--- config.mk ---
export PLATFORM = sky130hd
export DESIGN_NAME = cycle_watchdog_safe_state
export DESIGN_NICKNAME = d
export VERILOG_FILES = /design/src/rtl/wdt_timer.v /design/src/rtl/led_blinker.v /design/src/rtl/cycle_watchdog_safe_state.v
export VERILOG_INCLUDE_DIRS = /design/src /design/src/include
export SDC_FILE = /design/constraint.sdc
export NUM_CORES = 2
export LEC_CHECK = 0
export BUFFER_PORTS_ARGS = -buffer_cell sky130_fd_sc_hd__clkbuf_2
export CORE_AREA = 2 2 459 461
export CTS_BUF_LIST = sky130_fd_sc_hd__clkbuf_8 sky130_fd_sc_hd__clkbuf_16
export DETAILED_ROUTE_END_ITERATION = 10
export DIE_AREA = 0 0 461 463
export PLACE_DENSITY = 0.61
export SLEW_MARGIN = 15
export SYNTH_ARGS = -nofsm -noshare
export SYNTH_HDL_FRONTEND = slang
export SYNTH_SLANG_ARGS = --single-unit
--- constraint.sdc ---
create_clock -name clk -period 4.4 [get_ports clk]
set_input_delay 0 -clock clk [delete_from_list [all_inputs] [get_ports clk]]
set_output_delay 0 -clock clk [all_outputs]
set_load 0.05 [all_outputs]
--- src/include/cycle_watchdog_map.vh ---
`ifndef CYCLE_WATCHDOG_MAP_VH
`define CYCLE_WATCHDOG_MAP_VH

// Register indices on the plain register port (byte wide data).
`define ADDR_WIDTH          8
`define OFS_CTRL0           8'h00
`define OFS_CTRL1           8'h01
`define OFS_MODEL_OUT       8'h02
`define OFS_MODE            8'h03
`define OFS_PIN_FUNC        8'h04
`define OFS_STATE           8'h05
`define OFS_WARNINGS        8'h06
`define OFS_MODEL_IN        8'h07
`define OFS_FIRMWARE        8'h08
`define OFS_HARDWARE        8'h09
`define OFS_HUMID_BASE      8'h10
`define OFS_PIN_OUT         8'h18
`define OFS_RET_OUT_BASE    8'h40
`define OFS_RET_IN_BASE     8'h80

// Field positions.
`define CTRL1_SAFE_BIT      0
`define CTRL1_COPY_BIT      1
`define CTRL1_PERSIST_BIT   2
`define CTRL1_LEDOFF_BIT    3

// Reset values.
`define CTRL0_RESET         8'h00
`define CTRL1_RESET         8'h00
`define PIN_FUNC_RESET      8'h00
`define HUMID_RESET         16'h0000

// Timing: base timeout 16 ms at 100 MHz clock period 10 ns.
`define CLK_PERIOD_NS       10
`define WDT_BASE_MS         16
`define WDT_BASE_CYCLES     ((`WDT_BASE_MS * 1000000) / `CLK_PERIOD_NS)
`define WDT_MAX_CODE        4'h0A
`define LED_HALF_MS         250
`define LED_HALF_CYCLES     ((`LED_HALF_MS * 1000000) / `CLK_PERIOD_NS)

// Error causes shown in the state byte.
`define CAUSE_NONE          2'h0
`define CAUSE_WATCHDOG      2'h1
`define CAUSE_HOST          2'h2
`define CAUSE_MODEL         2'h3

`endif

--- src/rtl/wdt_timer.v ---
`timescale 1ns/10ps
`include "cycle_watchdog_map.vh"

module wdt_timer #(
  parameter BASE_CYCLES = `WDT_BASE_CYCLES
) (
  input  wire       clk,        // System clock.
  input  wire       rst_b,      // Asynchronous reset, active low.
  input  wire [3:0] sel,        // Timeout select code.
  input  wire       kick,       // One valid exchange cycle seen.
  output reg        expired     // Held high once the gap exceeds the timeout, until a kick.
);

  // Count width covers 8 s, which is 512 times the base period.
  localparam CW = 40;

  reg  [CW-1:0] countReg;
  reg  [CW-1:0] limit;
  wire [3:0]    code;

  // Codes past the table fall back to the longest timeout.
  assign code = (sel > `WDT_MAX_CODE) ? `WDT_MAX_CODE : sel;

  // Limit doubles with each code step from the base.
  always @* begin
    limit = BASE_CYCLES;
    limit = limit << (code - 4'h1);
  end

  // A valid cycle restarts the count; code zero parks it.
  always @(posedge clk or negedge rst_b) begin
    if (!rst_b) begin
      countReg <= {CW{1'b0}};
      expired  <= 1'b0;
    end else begin
      expired <= 1'b0;
      if (sel == 4'h0 || kick) begin
        countReg <= {CW{1'b0}};
      end else if (countReg >= limit) begin
        expired <= 1'b1;
      end else begin
        countReg <= countReg + {{(CW-1){1'b0}}, 1'b1};
      end
    end
  end

endmodule // wdt_timer

--- src/rtl/led_blinker.v ---
`timescale 1ns/10ps
`include "cycle_watchdog_map.vh"

module led_blinker #(
  parameter HALF_CYCLES = `LED_HALF_CYCLES
) (
  input  wire       clk,        // System clock.
  input  wire       rst_b,      // Asynchronous reset, active low.
  input  wire       run,        // Blink while high.
  input  wire [1:0] cause,      // Number of flashes per burst.
  output reg        led         // Indicator drive, active high.
);

  reg [31:0] tickReg;
  reg [3:0]  phaseReg;

  // A burst is cause flashes then a dark gap, so the cause can be counted by eye.
  always @(posedge clk or negedge rst_b) begin
    if (!rst_b) begin
      tickReg  <= 32'h0000_0000;
      phaseReg <= 4'h0;
      led      <= 1'b0;
    end else if (!run) begin
      tickReg  <= 32'h0000_0000;
      phaseReg <= 4'h0;
      led      <= 1'b0;
    end else if (tickReg >= HALF_CYCLES - 1) begin
      tickReg  <= 32'h0000_0000;
      phaseReg <= (phaseReg == 4'h9) ? 4'h0 : phaseReg + 4'h1;
      led      <= (phaseReg[0] == 1'b0) && (phaseReg[3:1] < {1'b0, cause});
    end else begin
      tickReg <= tickReg + 32'h0000_0001;
    end
  end

endmodule // led_blinker

--- src/rtl/cycle_watchdog_safe_state.v ---
// The address-and-strobe port and the placing of the registers were left to the implementer.
`timescale 1ns/10ps
`include "cycle_watchdog_map.vh"
// Function
// - Sensor humidity held as 16-bit word, zero reset
// - Four humidity words, one per GPIO
// - Pin function byte picks input, output, sensor
// - Persistent area: 64 bytes each direction
// - Restart returns saved bytes if persistence was on
// - Saved copy kept unless persistence enabled again
// - Compare expected model byte, flag mismatch
// - Transfer mode byte ignored
// - Timeout select in byte0 bits 0-3, zero off
// - Codes 1..10 give 16 ms to 8 s
// - Gap longer than timeout enters safe state
// - Invalid cycle does not restart count
// - Safe state turns digital outputs and relays off
// - Safe state floats all PWM outputs
// - Safe state saves persistent data when enabled
// - Indicator flashes error cause pattern when enabled
// - Safe state latched until power cycle
// - Status bytes returned every cycle
// - Persistence enable bit in byte1, reset zero

module cycle_watchdog_safe_state #(
  parameter       WDT_BASE  = `WDT_BASE_CYCLES,  // Cycles for the 16 ms base timeout.
  parameter       LED_HALF  = `LED_HALF_CYCLES,  // Cycles per indicator half period.
  parameter [7:0] MODEL_ID  = 8'h5A,             // Own model identity, arbitrary value.
  parameter [7:0] FW_VER    = 8'h01,             // Firmware version, arbitrary value.
  parameter [7:0] HW_VER    = 8'h01,             // Hardware version, arbitrary value.
  parameter       NUM_DOUT  = 16,                // Digital output and relay count.
  parameter       NUM_PWM   = 4                  // PWM channel count.
) (
  input  wire                   clk,           // System clock, 100 MHz.
  input  wire                   rst_b,         // Power-up reset, active low.
  input  wire [`ADDR_WIDTH-1:0] regAddr,       // Register index.
  input  wire [7:0]             regWdata,      // Write data.
  input  wire                   regWr,         // Write strobe.
  input  wire                   regRd,         // Read strobe.
  output reg  [7:0]             regRdata,      // Read data, one cycle after the strobe.
  input  wire                   cycleDone,     // Pulse at the end of an exchange cycle.
  input  wire                   cycleValid,    // Checksum of that cycle was good.
  input  wire [63:0]            humidIn,       // Four measured humidity words.
  input  wire [3:0]             humidStb,      // Per channel new measurement pulse.
  input  wire [NUM_DOUT-1:0]    doutReq,       // Digital output values from the host path.
  input  wire [NUM_PWM-1:0]     pwmReq,        // PWM waveforms from the PWM logic.
  input  wire                   powerFail,     // Supply is going down, raw pin.
  input  wire [511:0]           savedData,     // Backed up persistent bytes at restart.
  input  wire                   savedValid,    // Backup holds a valid copy, raw pin.
  output reg  [NUM_DOUT-1:0]    doutDrive,     // Digital outputs and relay drives.
  output reg  [NUM_PWM-1:0]     pwmOut,        // PWM output values.
  output reg  [NUM_PWM-1:0]     pwmOe,         // PWM output enables, high while driven.
  output reg  [3:0]             pinDir,        // GPIO output enables.
  output reg  [3:0]             pinSensor,     // GPIO sensor mode flags.
  output reg                    saveStrobe,    // Pulse: store persistentOut to backup.
  output reg  [511:0]           persistentOut, // Persistent output area to back up.
  output reg                    safeState,     // Latched safe state flag.
  output reg                    statusLed      // Status indicator drive.
);

  // Register file.
  reg [7:0]   ctrl0_reg;
  reg [7:0]   ctrl1_reg;
  reg [7:0]   expected_model_byte_reg;
  reg [7:0]   pinFunc_reg;
  reg [7:0]   pinOut_reg;
  reg [15:0]  humid_reg [0:3];
  reg [7:0]   retOut_reg [0:63];
  reg [7:0]   retIn_reg [0:63];
  reg [7:0]   retCopy_reg [0:63];
  reg         modelSeen_reg;
  reg         modelErr_reg;
  reg [1:0]   cause_reg;
  reg         savedDone_reg;
  reg [1:0]   pfSync_reg;
  reg [1:0]   svSync_reg;
  reg         restoreDone_reg;
  reg [1:0]   bootCnt_reg;
  reg [7:0]   rdata_next;

  wire        wdtExpire;
  wire        persistOn;
  wire        hostSafe;
  wire        pfLevel;
  wire        svLevel;
  wire [1:0]  ledCause;
  wire        ledRun;
  wire        gateOff;

  integer i;
  genvar  g;

  // Decode of a register index inside a window of the given size.
  function inWin;
    input [`ADDR_WIDTH-1:0] a;
    input [`ADDR_WIDTH-1:0] base;
    input [`ADDR_WIDTH-1:0] size;
    begin
      inWin = (a >= base) && (a < base + size);
    end
  endfunction

  assign persistOn = ctrl1_reg[`CTRL1_PERSIST_BIT];
  assign hostSafe  = ctrl1_reg[`CTRL1_SAFE_BIT];
  assign pfLevel   = pfSync_reg[1];
  assign svLevel   = svSync_reg[1];
  assign ledCause  = cause_reg;
  assign ledRun    = safeState && !ctrl1_reg[`CTRL1_LEDOFF_BIT];
  // Outputs drop on the same edge that the safe state is entered, whatever the cause.
  assign gateOff   = safeState || wdtExpire || hostSafe;

  // Only a valid cycle counts as a kick; a bad checksum looks like silence.
  wdt_timer #(
    .BASE_CYCLES (WDT_BASE)
  ) u_wdt (
    .clk     (clk),
    .rst_b   (rst_b),
    .sel     (ctrl0_reg[3:0]),
    .kick    (cycleDone && cycleValid),
    .expired (wdtExpire)
  );

  led_blinker #(
    .HALF_CYCLES (LED_HALF)
  ) u_led (
    .clk   (clk),
    .rst_b (rst_b),
    .run   (ledRun),
    .cause (ledCause),
    .led   (statusLed)
  );

  // Two-flop synchronisers for the supply monitor and backup valid pins.
  always @(posedge clk or negedge rst_b) begin
    if (!rst_b) begin
      pfSync_reg <= 2'b00;
      svSync_reg <= 2'b00;
    end else begin
      pfSync_reg <= {pfSync_reg[0], powerFail};
      svSync_reg <= {svSync_reg[0], savedValid};
    end
  end

  // Control bytes; the transfer mode byte has no storage at all.
  always @(posedge clk or negedge rst_b) begin
    if (!rst_b) begin
      ctrl0_reg     <= `CTRL0_RESET;
      ctrl1_reg     <= `CTRL1_RESET;
      expected_model_byte_reg  <= 8'h00;
      modelSeen_reg <= 1'b0;
      pinFunc_reg   <= `PIN_FUNC_RESET;
      pinOut_reg    <= 8'h00;
    end else if (regWr) begin
      case (regAddr)
        `OFS_CTRL0: begin
          ctrl0_reg <= {4'h0, regWdata[3:0]};
        end
        `OFS_CTRL1: begin
          ctrl1_reg <= {3'b000, regWdata[4:0]};
        end
        `OFS_MODEL_OUT: begin
          expected_model_byte_reg  <= regWdata;
          modelSeen_reg <= 1'b1;
        end
        `OFS_PIN_FUNC: begin
          pinFunc_reg <= regWdata;
        end
        `OFS_PIN_OUT: begin
          pinOut_reg <= {4'h0, regWdata[3:0]};
        end
        default: begin
          ctrl0_reg <= ctrl0_reg;
        end
      endcase
    end
  end

  // Sensor results land only on channels in sensor mode.
  generate
    for (g = 0; g < 4; g = g + 1) begin : gHumid
      always @(posedge clk or negedge rst_b) begin
        if (!rst_b) begin
          humid_reg[g] <= `HUMID_RESET;
        end else if (humidStb[g] && pinFunc_reg[4+g]) begin
          humid_reg[g] <= humidIn[16*g +: 16];
        end
      end
    end
  endgenerate

  // Output area written by the host, input area restored after restart.
  always @(posedge clk or negedge rst_b) begin
    if (!rst_b) begin
      for (i = 0; i < 64; i = i + 1) begin
        retOut_reg[i]  <= 8'h00;
        retIn_reg[i]   <= 8'h00;
        retCopy_reg[i] <= 8'h00;
      end
      restoreDone_reg <= 1'b0;
      bootCnt_reg     <= 2'b00;
    end else begin
      if (regWr && inWin(regAddr, `OFS_RET_OUT_BASE, 8'd64)) begin
        retOut_reg[regAddr[5:0]] <= regWdata;
      end
      // Copy mode mirrors the output area one exchange cycle late.
      if (cycleDone && cycleValid) begin
        for (i = 0; i < 64; i = i + 1) begin
          retCopy_reg[i] <= retOut_reg[i];
        end
      end
      // Backup is read once the valid synchroniser has settled, since it starts at zero.
      if (!restoreDone_reg) begin
        bootCnt_reg <= bootCnt_reg + 2'b01;
        if (bootCnt_reg == 2'b10) begin
          restoreDone_reg <= 1'b1;
          for (i = 0; i < 64; i = i + 1) begin
            retIn_reg[i] <= svLevel ? savedData[8*i +: 8] : 8'h00;
          end
        end
      end
    end
  end

  // Flatten the output area for the backup store.
  always @* begin
    persistentOut = 512'h0;
    for (i = 0; i < 64; i = i + 1) begin
      persistentOut[8*i +: 8] = retOut_reg[i];
    end
  end

  // Model check after the host has written its expectation.
  always @(posedge clk or negedge rst_b) begin
    if (!rst_b) begin
      modelErr_reg <= 1'b0;
    end else begin
      modelErr_reg <= modelSeen_reg && (expected_model_byte_reg != MODEL_ID);
    end
  end

  // Safe state latches; nothing but reset by power cycle releases it.
  always @(posedge clk or negedge rst_b) begin
    if (!rst_b) begin
      safeState <= 1'b0;
      cause_reg <= `CAUSE_NONE;
    end else if (!safeState && (wdtExpire || hostSafe)) begin
      safeState <= 1'b1;
      cause_reg <= wdtExpire ? `CAUSE_WATCHDOG : `CAUSE_HOST;
    end
  end

  // One save on entry to safe state or on power loss, only with persistence on.
  always @(posedge clk or negedge rst_b) begin
    if (!rst_b) begin
      saveStrobe    <= 1'b0;
      savedDone_reg <= 1'b0;
    end else begin
      saveStrobe <= 1'b0;
      if (persistOn && !savedDone_reg && (safeState || pfLevel)) begin
        saveStrobe    <= 1'b1;
        savedDone_reg <= 1'b1;
      end
    end
  end

  // Output gating: digital outputs idle and PWM floated in safe state.
  always @(posedge clk or negedge rst_b) begin
    if (!rst_b) begin
      doutDrive <= {NUM_DOUT{1'b0}};
      pwmOut    <= {NUM_PWM{1'b0}};
      pwmOe     <= {NUM_PWM{1'b0}};
      pinDir    <= 4'h0;
      pinSensor <= 4'h0;
    end else begin
      doutDrive <= gateOff ? {NUM_DOUT{1'b0}} : doutReq;
      pwmOut    <= gateOff ? {NUM_PWM{1'b0}} : pwmReq;
      pwmOe     <= gateOff ? {NUM_PWM{1'b0}} : {NUM_PWM{1'b1}};
      pinSensor <= pinFunc_reg[7:4];
      pinDir    <= gateOff ? 4'h0 : (pinFunc_reg[3:0] & ~pinFunc_reg[7:4]);
    end
  end

  // Read mux; unmapped indices and write-only bytes read as zero.
  always @* begin
    rdata_next = 8'h00;
    case (regAddr)
      `OFS_CTRL0:    rdata_next = ctrl0_reg;
      `OFS_CTRL1:    rdata_next = ctrl1_reg;
      `OFS_PIN_FUNC: rdata_next = pinFunc_reg;
      `OFS_PIN_OUT:  rdata_next = pinOut_reg;
      `OFS_STATE:    rdata_next = {4'h0, modelErr_reg, cause_reg, safeState};
      `OFS_WARNINGS: rdata_next = {6'h00, persistOn, restoreDone_reg & svLevel};
      `OFS_MODEL_IN: rdata_next = MODEL_ID;
      `OFS_FIRMWARE: rdata_next = FW_VER;
      `OFS_HARDWARE: rdata_next = HW_VER;
      default: begin
        if (inWin(regAddr, `OFS_HUMID_BASE, 8'd8)) begin
          rdata_next = regAddr[0] ? humid_reg[regAddr[2:1]][15:8] : humid_reg[regAddr[2:1]][7:0];
        end else if (inWin(regAddr, `OFS_RET_IN_BASE, 8'd64)) begin
          rdata_next = ctrl1_reg[`CTRL1_COPY_BIT] ? retCopy_reg[regAddr[5:0]] : retIn_reg[regAddr[5:0]];
        end
      end
    endcase
  end

  // Read data stand for exactly the cycle after the strobe.
  always @(posedge clk or negedge rst_b) begin
    if (!rst_b) begin
      regRdata <= 8'h00;
    end else begin
      regRdata <= regRd ? rdata_next : 8'h00;
    end
  end

endmodule // cycle_watchdog_safe_state

Word-level counts from Yosys, hierarchy flattened
Cells that the tools add are included.
{"block": "op_classes", "n_addsub": 5, "order_cmp": 13, "n_eq_ne": 14, "shift": 1, "n_mux": 102, "bitwise_logic": 7, "n_reduce_logical": 33}
{"operator": "$mux W8", "count": 74}
{"operator": "$bwmux W512", "count": 1}
{"operator": "$bmux W8 S6", "count": 2}
{"operator": "$mux W40", "count": 2}
{"operator": "$mux W32", "count": 2}
{"operator": "$pmux W8 S8", "count": 1}
{"operator": "$demux W8 S6", "count": 1}
{"operator": "$mux W16", "count": 3}
{"operator": "$add A40 B1 Y40 const B", "count": 1}
{"operator": "$ge A40 B40 Y1", "count": 1}
{"operator": "$shl A21 B4 Y40 const A", "count": 1}
{"operator": "$add A32 B1 Y32 const B", "count": 1}
{"operator": "$bmux W16 S2", "count": 1}
{"operator": "$eq A8 B3 Y1 const B", "count": 4}
{"operator": "$ge A32 B25 Y1 const B", "count": 1}
{"operator": "$mux W4", "count": 7}
{"operator": "$eq A8 B4 Y1 const B", "count": 2}
{"operator": "$logic_and A1 B1 Y1", "count": 16}
{"operator": "$lt A8 B8 Y1 const B", "count": 2}
{"operator": "$reduce_and A2 Y1", "count": 6}
{"operator": "$eq A8 B1 Y1 const B", "count": 1}
{"operator": "$eq A8 B2 Y1 const B", "count": 1}
{"operator": "$eq A8 B5 Y1 const B", "count": 1}
{"operator": "$ge A8 B5 Y1 const B", "count": 1}
{"operator": "other kinds (29)", "count": 42}
{"block": "totals", "ff_bits": 1761, "in_bits": 624}

Longest topological paths before layout
{"block": "depth", "word_depth": 9, "depth_mapped": 19, "mapped_depth_nobuf": 16}

By module
Synthesis repeated with hierarchy kept, for this count alone.
{"block": "hier_totals", "cells_unflattened": 6090, "hier_area_um2": 77257.8}
{"module": "cycle_watchdog_safe_state", "n_inst": 1, "cells_per_inst": 5539, "area_each_um2": 72251.8}
{"module": "wdt_timer", "n_inst": 1, "cells_per_inst": 389, "area_each_um2": 3273.1}
{"module": "led_blinker", "n_inst": 1, "cells_per_inst": 162, "area_each_um2": 1732.9}

Least setup slack after synthesis
OpenSTA, ideal clock, no wires.
{"block": "synth_timing", "path_kind": "register -> register", "startpoint": "reg ctrl0_reg[2]", "endpoint": "reg u_wdt.countReg[16]", "setup_ps": 78, "arrival_ps": 3918, "required_time_ps": 4322, "slack_ps": 404, "stages_incl_launch_ff": 18, "period_less_slack_ps": 3996, "cell_sequence": "dfrtp_1 > a21oi_1 > ha_1 > xor2_1 > clkbuf_1 > nor2_1 > a21oi_1 > nand2_1 > o21ai_0 > ha_1 > a21o_1 > a21o_1 > a2111oi_2 > o211ai_1 > buf_2 > clkbuf_1 > or4_1 > a21oi_1"}
{"block": "synth_between", "elab_chain_cells": 6, "elab_cells_between_ends": 9, "classes_between": "add/sub: 1; order compare: 2; eq/ne: 1; shift: 1; mux: 2; reduce/logical: 2"}
{"item": "start, declared", "line_no": "cycle_watchdog_safe_state.v:62", "source": "reg [7:0] ctrl0_reg;"}
{"item": "start signal, assigned", "line_no": "cycle_watchdog_safe_state.v:147", "source": "ctrl0_reg <= `CTRL0_RESET;"}
{"item": "start signal, assigned", "line_no": "cycle_watchdog_safe_state.v:156", "source": "ctrl0_reg <= {4'h0, regWdata[3:0]};"}
{"item": "start signal, assigned", "line_no": "cycle_watchdog_safe_state.v:172", "source": "ctrl0_reg <= ctrl0_reg;"}
{"item": "$gt A4 B4 Y1 (no line)"}
{"item": "$mux W4", "line_no": "wdt_timer.v:22", "source": "assign code = (sel > `WDT_MAX_CODE) ? `WDT_MAX_CODE : sel;"}
{"item": "$sub A4 B1 Y4", "line_no": "wdt_timer.v:27", "source": "limit = limit << (code - 4'h1);"}
{"item": "$shl A21 B4 Y40", "line_no": "wdt_timer.v:27"}
{"item": "$ge A40 B40 Y1", "line_no": "wdt_timer.v:39", "source": "end else if (countReg >= limit) begin"}
{"item": "$ne A2 B1 Y1 (no line)"}
{"item": "end signal, assigned", "line_no": "wdt_timer.v:33", "source": "countReg <= {CW{1'b0}};"}
{"item": "end signal, assigned", "line_no": "wdt_timer.v:38", "source": "countReg <= {CW{1'b0}};"}
{"item": "end signal, assigned", "line_no": "wdt_timer.v:42", "source": "countReg <= countReg + {{(CW-1){1'b0}}, 1'b1};"}
{"item": "end, declared", "line_no": "wdt_timer.v:17", "source": "reg [CW-1:0] countReg;"}
Parallel ways exist; a longest one is shown, timed or not.
A chain may end at the register's enable or synchronous reset.

Worst setup path after layout
{"block": "layout_timing", "startpoint": "reg ctrl0_reg[2]", "endpoint": "reg u_wdt.countReg[12]"}
Same word-level chain as after synthesis.

==> results by group <==
Synth
  • Distinct cell type count of the synthesized netlist: 75
  • Syn. warnings: 0
  • Post-synth EDFFs: 0
  • Post-synthesis instance area: 77200 sq um
  • Synthesized instance count: 6109
  • FFs w/ async S/R, synth: 100%
  • #FFs+latches synth: 1758
  • Per-instance average area after synthesis: 12.6 sq um
  • Most used flip-flop cell after synthesis: dfrtp_1
  • Fraction of the yosys area taken by sequential cells: 57.0%

Critical path
  • Reg2Reg Setup Slack: 320 ps
  • Worst r2r dst: u_wdt.countReg[12]
  • WP data required: 5130 ps
  • Crit-path slowest cell: or4_1
  • Arrival time at the worst endpoint: 4810 ps
  • R2r worst-path depth: 17
  • Critical register-to-register path startpoint: ctrl0_reg[2]
  • Critical-path maximum fanout: 37
  • CP Cell Sequence: buf_4 -> a21oi_1 -> ha_1 -> xor2_1 -> buf_4 -> nor2_1 -> a21oi_1 -> nand2_1 -> o21ai_0 -> ha_1 -> a21o_1 -> a21o_1 -> a2111oi_2 -> o211ai_1 -> buf_4 -> or4_1 -> a21oi_1
  • Category of the worst setup path capture point: flop
  • Critical path buffer and inverter count: 3
  • Largest incremental delay on the critical path: 550 ps
  • CP Launch Type: flop
  • Category of cells accounting for the largest share of critical-path delay: compound AO/OA/AOI/OAI gates
  • Setup Crit Path Kind: reg -> reg

GRT
  • Largest net degree at the start of global routing: 185
  • Via count of the first global-routing pass: 65.9k
  • M1 GR Usage: 38.6%
  • GRT met3 Usage: 9.01%
  • Most Crowded Layer GR: met2
  • Global-route wire length before repair: 473 mm
  • Initial antenna violation count: 67
  • Overall overflow remaining after global route: 0
  • Total global routing track utilization: 30.7%
  • Met2 track utilization from global routing: 46.9%

Clock network
  • Depth of the CTS H-tree: 4
  • Number of buffers created by CTS: 188
  • TritonCTS clock tree: done
  • Clock Path Buffers: 3
  • Clock Latency Late Sink: 850 ps
  • Clock transition at path regs: 60 ps
  • Clock sinks: 1758
  • Buffer type at the clock tree root: clkbuf_16

Place
  • Routability cong.: 0.876
  • Post-detail-place hpwl: 221 mm
  • Count of placed standard cells including taps: 9839
  • Area after DPL: 86700 sq um
  • Input/output buffers: 1178

Power
  • Worst-case vdd ir drop: 0.401 mV
  • Total leakage power: 51.0 nW
  • Pwr dens: 384 nW/um^2

Drt
  • Total via count after detailed routing: 63.2k
  • Drt wl/cell: 29.3 um
  • Residual DRC: 0
  • Final WL: 333 mm
  • Final ANT Viol Nets: 0
  • Detail-routed via count per cell: 5.56
  • Violation count after the first detailed-routing iteration: 6020
  • DRT Pass-1 Iters: 8

Layout
  • Final cell area excluding filler cells: 105000 sq um
  • Layout Nets: 9036
  • Non-filler instance count after layout: 11.4k
  • Layout cell share with drive strength beyond 1: 36.5%
  • Area added between synthesis and finish: 35.4%

Floorplan
  • Effective utilization at floorplan: 37.0%
  • Number of primary I/O pins: 1179
  • Cell row count: 168
  • Area enclosed by the die boundary: 213000 sq um
  • Die Y: 463 um
  • Core Region: 209000 sq um
  • Horizontal extent of the die: 461 um

Timing
  • Final critical-path required period: 4080 ps
  • Setup repair after global routing missed its margin: true
  • Number of pins exceeding their max-slew limit in the final report: 0
  • Number of failing hold endpoints at the final stage: 0
  • Final TNS setup: 0 ps
  • Relative slew slack: 17.4%
  • Maximum clock frequency: 245 MHz
  • Final worst path period share: 92.7%
  • Worst slew pin tran: 1240 ps
  • Post-Route Skew: 45.6 ps
  • Final Setup Violations: 0

Min path
  • End point of the worst hold path: persistentOut[160]
  • Min-delay src: regWdata[0]
  • Hold-critical path depth: 2
  • Min-delay worst type: in -> reg

Job
  • Maximum capacitance violations: 0

Status
  • Run status: finished clean
repair_timing:
item	4_1_cts	5_1_grt
endpoints found under the setup margin	0	15
resized for setup	0	1
hold buffers	1145	0
setup buffers	0	0
hold endpoints to repair	2139	0
cell usage in the layout, fill, tap and decap left out, types with 29 or more instances in the layout:
cell type      instances
dfrtp_1             1756
clkbuf_2            1165
nand2_1             1146
dlygate4sd3_1       1144
mux2_2              1131
o21ai_0              560
mux4_2               246
clkbuf_16            189
buf_4                157
mux2i_1              101
a21oi_1               78
nor2_1                77
inv_1                 57
diode_2               44
nand3_1               44
clkinv_2              44
ha_1                  42
a22oi_1               38
clkbuf_8              38
o31ai_1               36
or4_1                 32
and2_1                30
buf_12                29
kinds of logic after synthesis:
| group | count (synthesis) | synth area share (%) |
|---|---|---|
| AND/OR/NAND/NOR | 1510 | 8.45 |
| AO/OA/AOI/OAI | 837 | 6.14 |
| other | 1 | 0.00486 |
| flip-flops | 1758 | 57.0 |
| XOR/XNOR | 26 | 0.295 |
| adder cells (fa/ha/maj) | 42 | 0.681 |
| buffers and inverters | 456 | 2.44 |
| multiplexers | 1479 | 25.0 |
worst register-to-register path: cells and delay by family (launching register included):
| kind | cells | cell delay [ps] |
|---|---|---|
| flops | 1 | 390 |
| xor+xnor | 1 | 190 |
| compound gates | 8 | 1570 |
| simple gates | 3 | 700 |
| fa+ha+maj | 2 | 480 |
| buf+inv | 3 | 650 |
cell usage after synthesis (10+ instances only):
cell	count	area (sq um)
a22oi_1	38	285
nor4_1	12	75.1
nand4_1	11	68.8
nor2b_1	16	100
a21oi_1	78	390
nand2_1	1146	4300
or4_1	32	240
and2_1	32	200
buf_4	27	203
a31oi_1	10	62.6
o31ai_1	36	270
nor2_1	83	312
clkbuf_1	348	1310
xor2_1	16	140
inv_1	17	63.8
and3_1	18	113
o21ai_0	560	2800
nor2_4	26	293
mux2i_1	101	1010
nand2b_1	10	62.6
buf_2	41	205
a221oi_1	13	114
o22ai_1	20	125
mux4_2	246	5540
xnor2_1	10	87.6
dfrtp_1	1758	44000
buf_1	17	63.8
mux2_2	1131	12700
nand3_1	45	225
a22o_1	16	140
ha_1	42	526
nor3_1	28	140
power breakdown:
group	total, mW	leakage (nW)	switching (mW)	internal (mW)
Combinational	6.02	24.0	3.55	2.48
Sequential	17.9	23.7	0.777	17.1
Clock	16.2	3.27	7.06	9.13
Total	40.1	51.0	11.4	28.8
how the worst max path moves through the flow:
stage | slack [ps] | cells after the start | end | startpoint
CTS | 220 | 17 | u_wdt.countReg[23] | ctrl0_reg[2]
global placement | 280 | 17 | u_wdt.countReg[20] | ctrl0_reg[2]
detailed placement | 240 | 17 | u_wdt.countReg[23] | ctrl0_reg[2]
floorplan | 400 | 17 | u_wdt.countReg[16] | ctrl0_reg[2]
global route | -8 | 17 | u_wdt.countReg[13] | ctrl0_reg[2]
finish | 320 | 17 | u_wdt.countReg[12] | ctrl0_reg[2]
metal layers:
metal,part of all wire [%],vias up,routed length (um)
met4,7.2,36,23900
met3,8.3,1178,27600
li1,-,26200,-
met2,45,3312,150000
met5,0.080,-,266
met1,39,32400,131000
final cells by class:
type	count	area (sq um)
Inverter	20	75.1
Clock buffer	226	5240
Tap cell	2805	3510
Antenna cell	44	110
Timing Repair Buffer	2500	19100
Sequential cell	1758	44000
Clock inverter	114	1040
Multi-Input combinational cell	3902	31500
Fill cell	17700	104000
per-stage QoR:
step                      power, mW  utilization [%]  worst slack (ps)  hold WS (ps)
final                          40.1             50.1               319          47.9
after floorplan                20.8                -               404          -296
after global routing           41.4             50.1             -8.37          25.4
after CTS                      40.1             50.1               216         0.154
after global placement         23.1             41.6               281          37.3
after detailed placement       23.2             41.6               242          71.5
No activity file was read; power rests on OpenSTA's default activity.
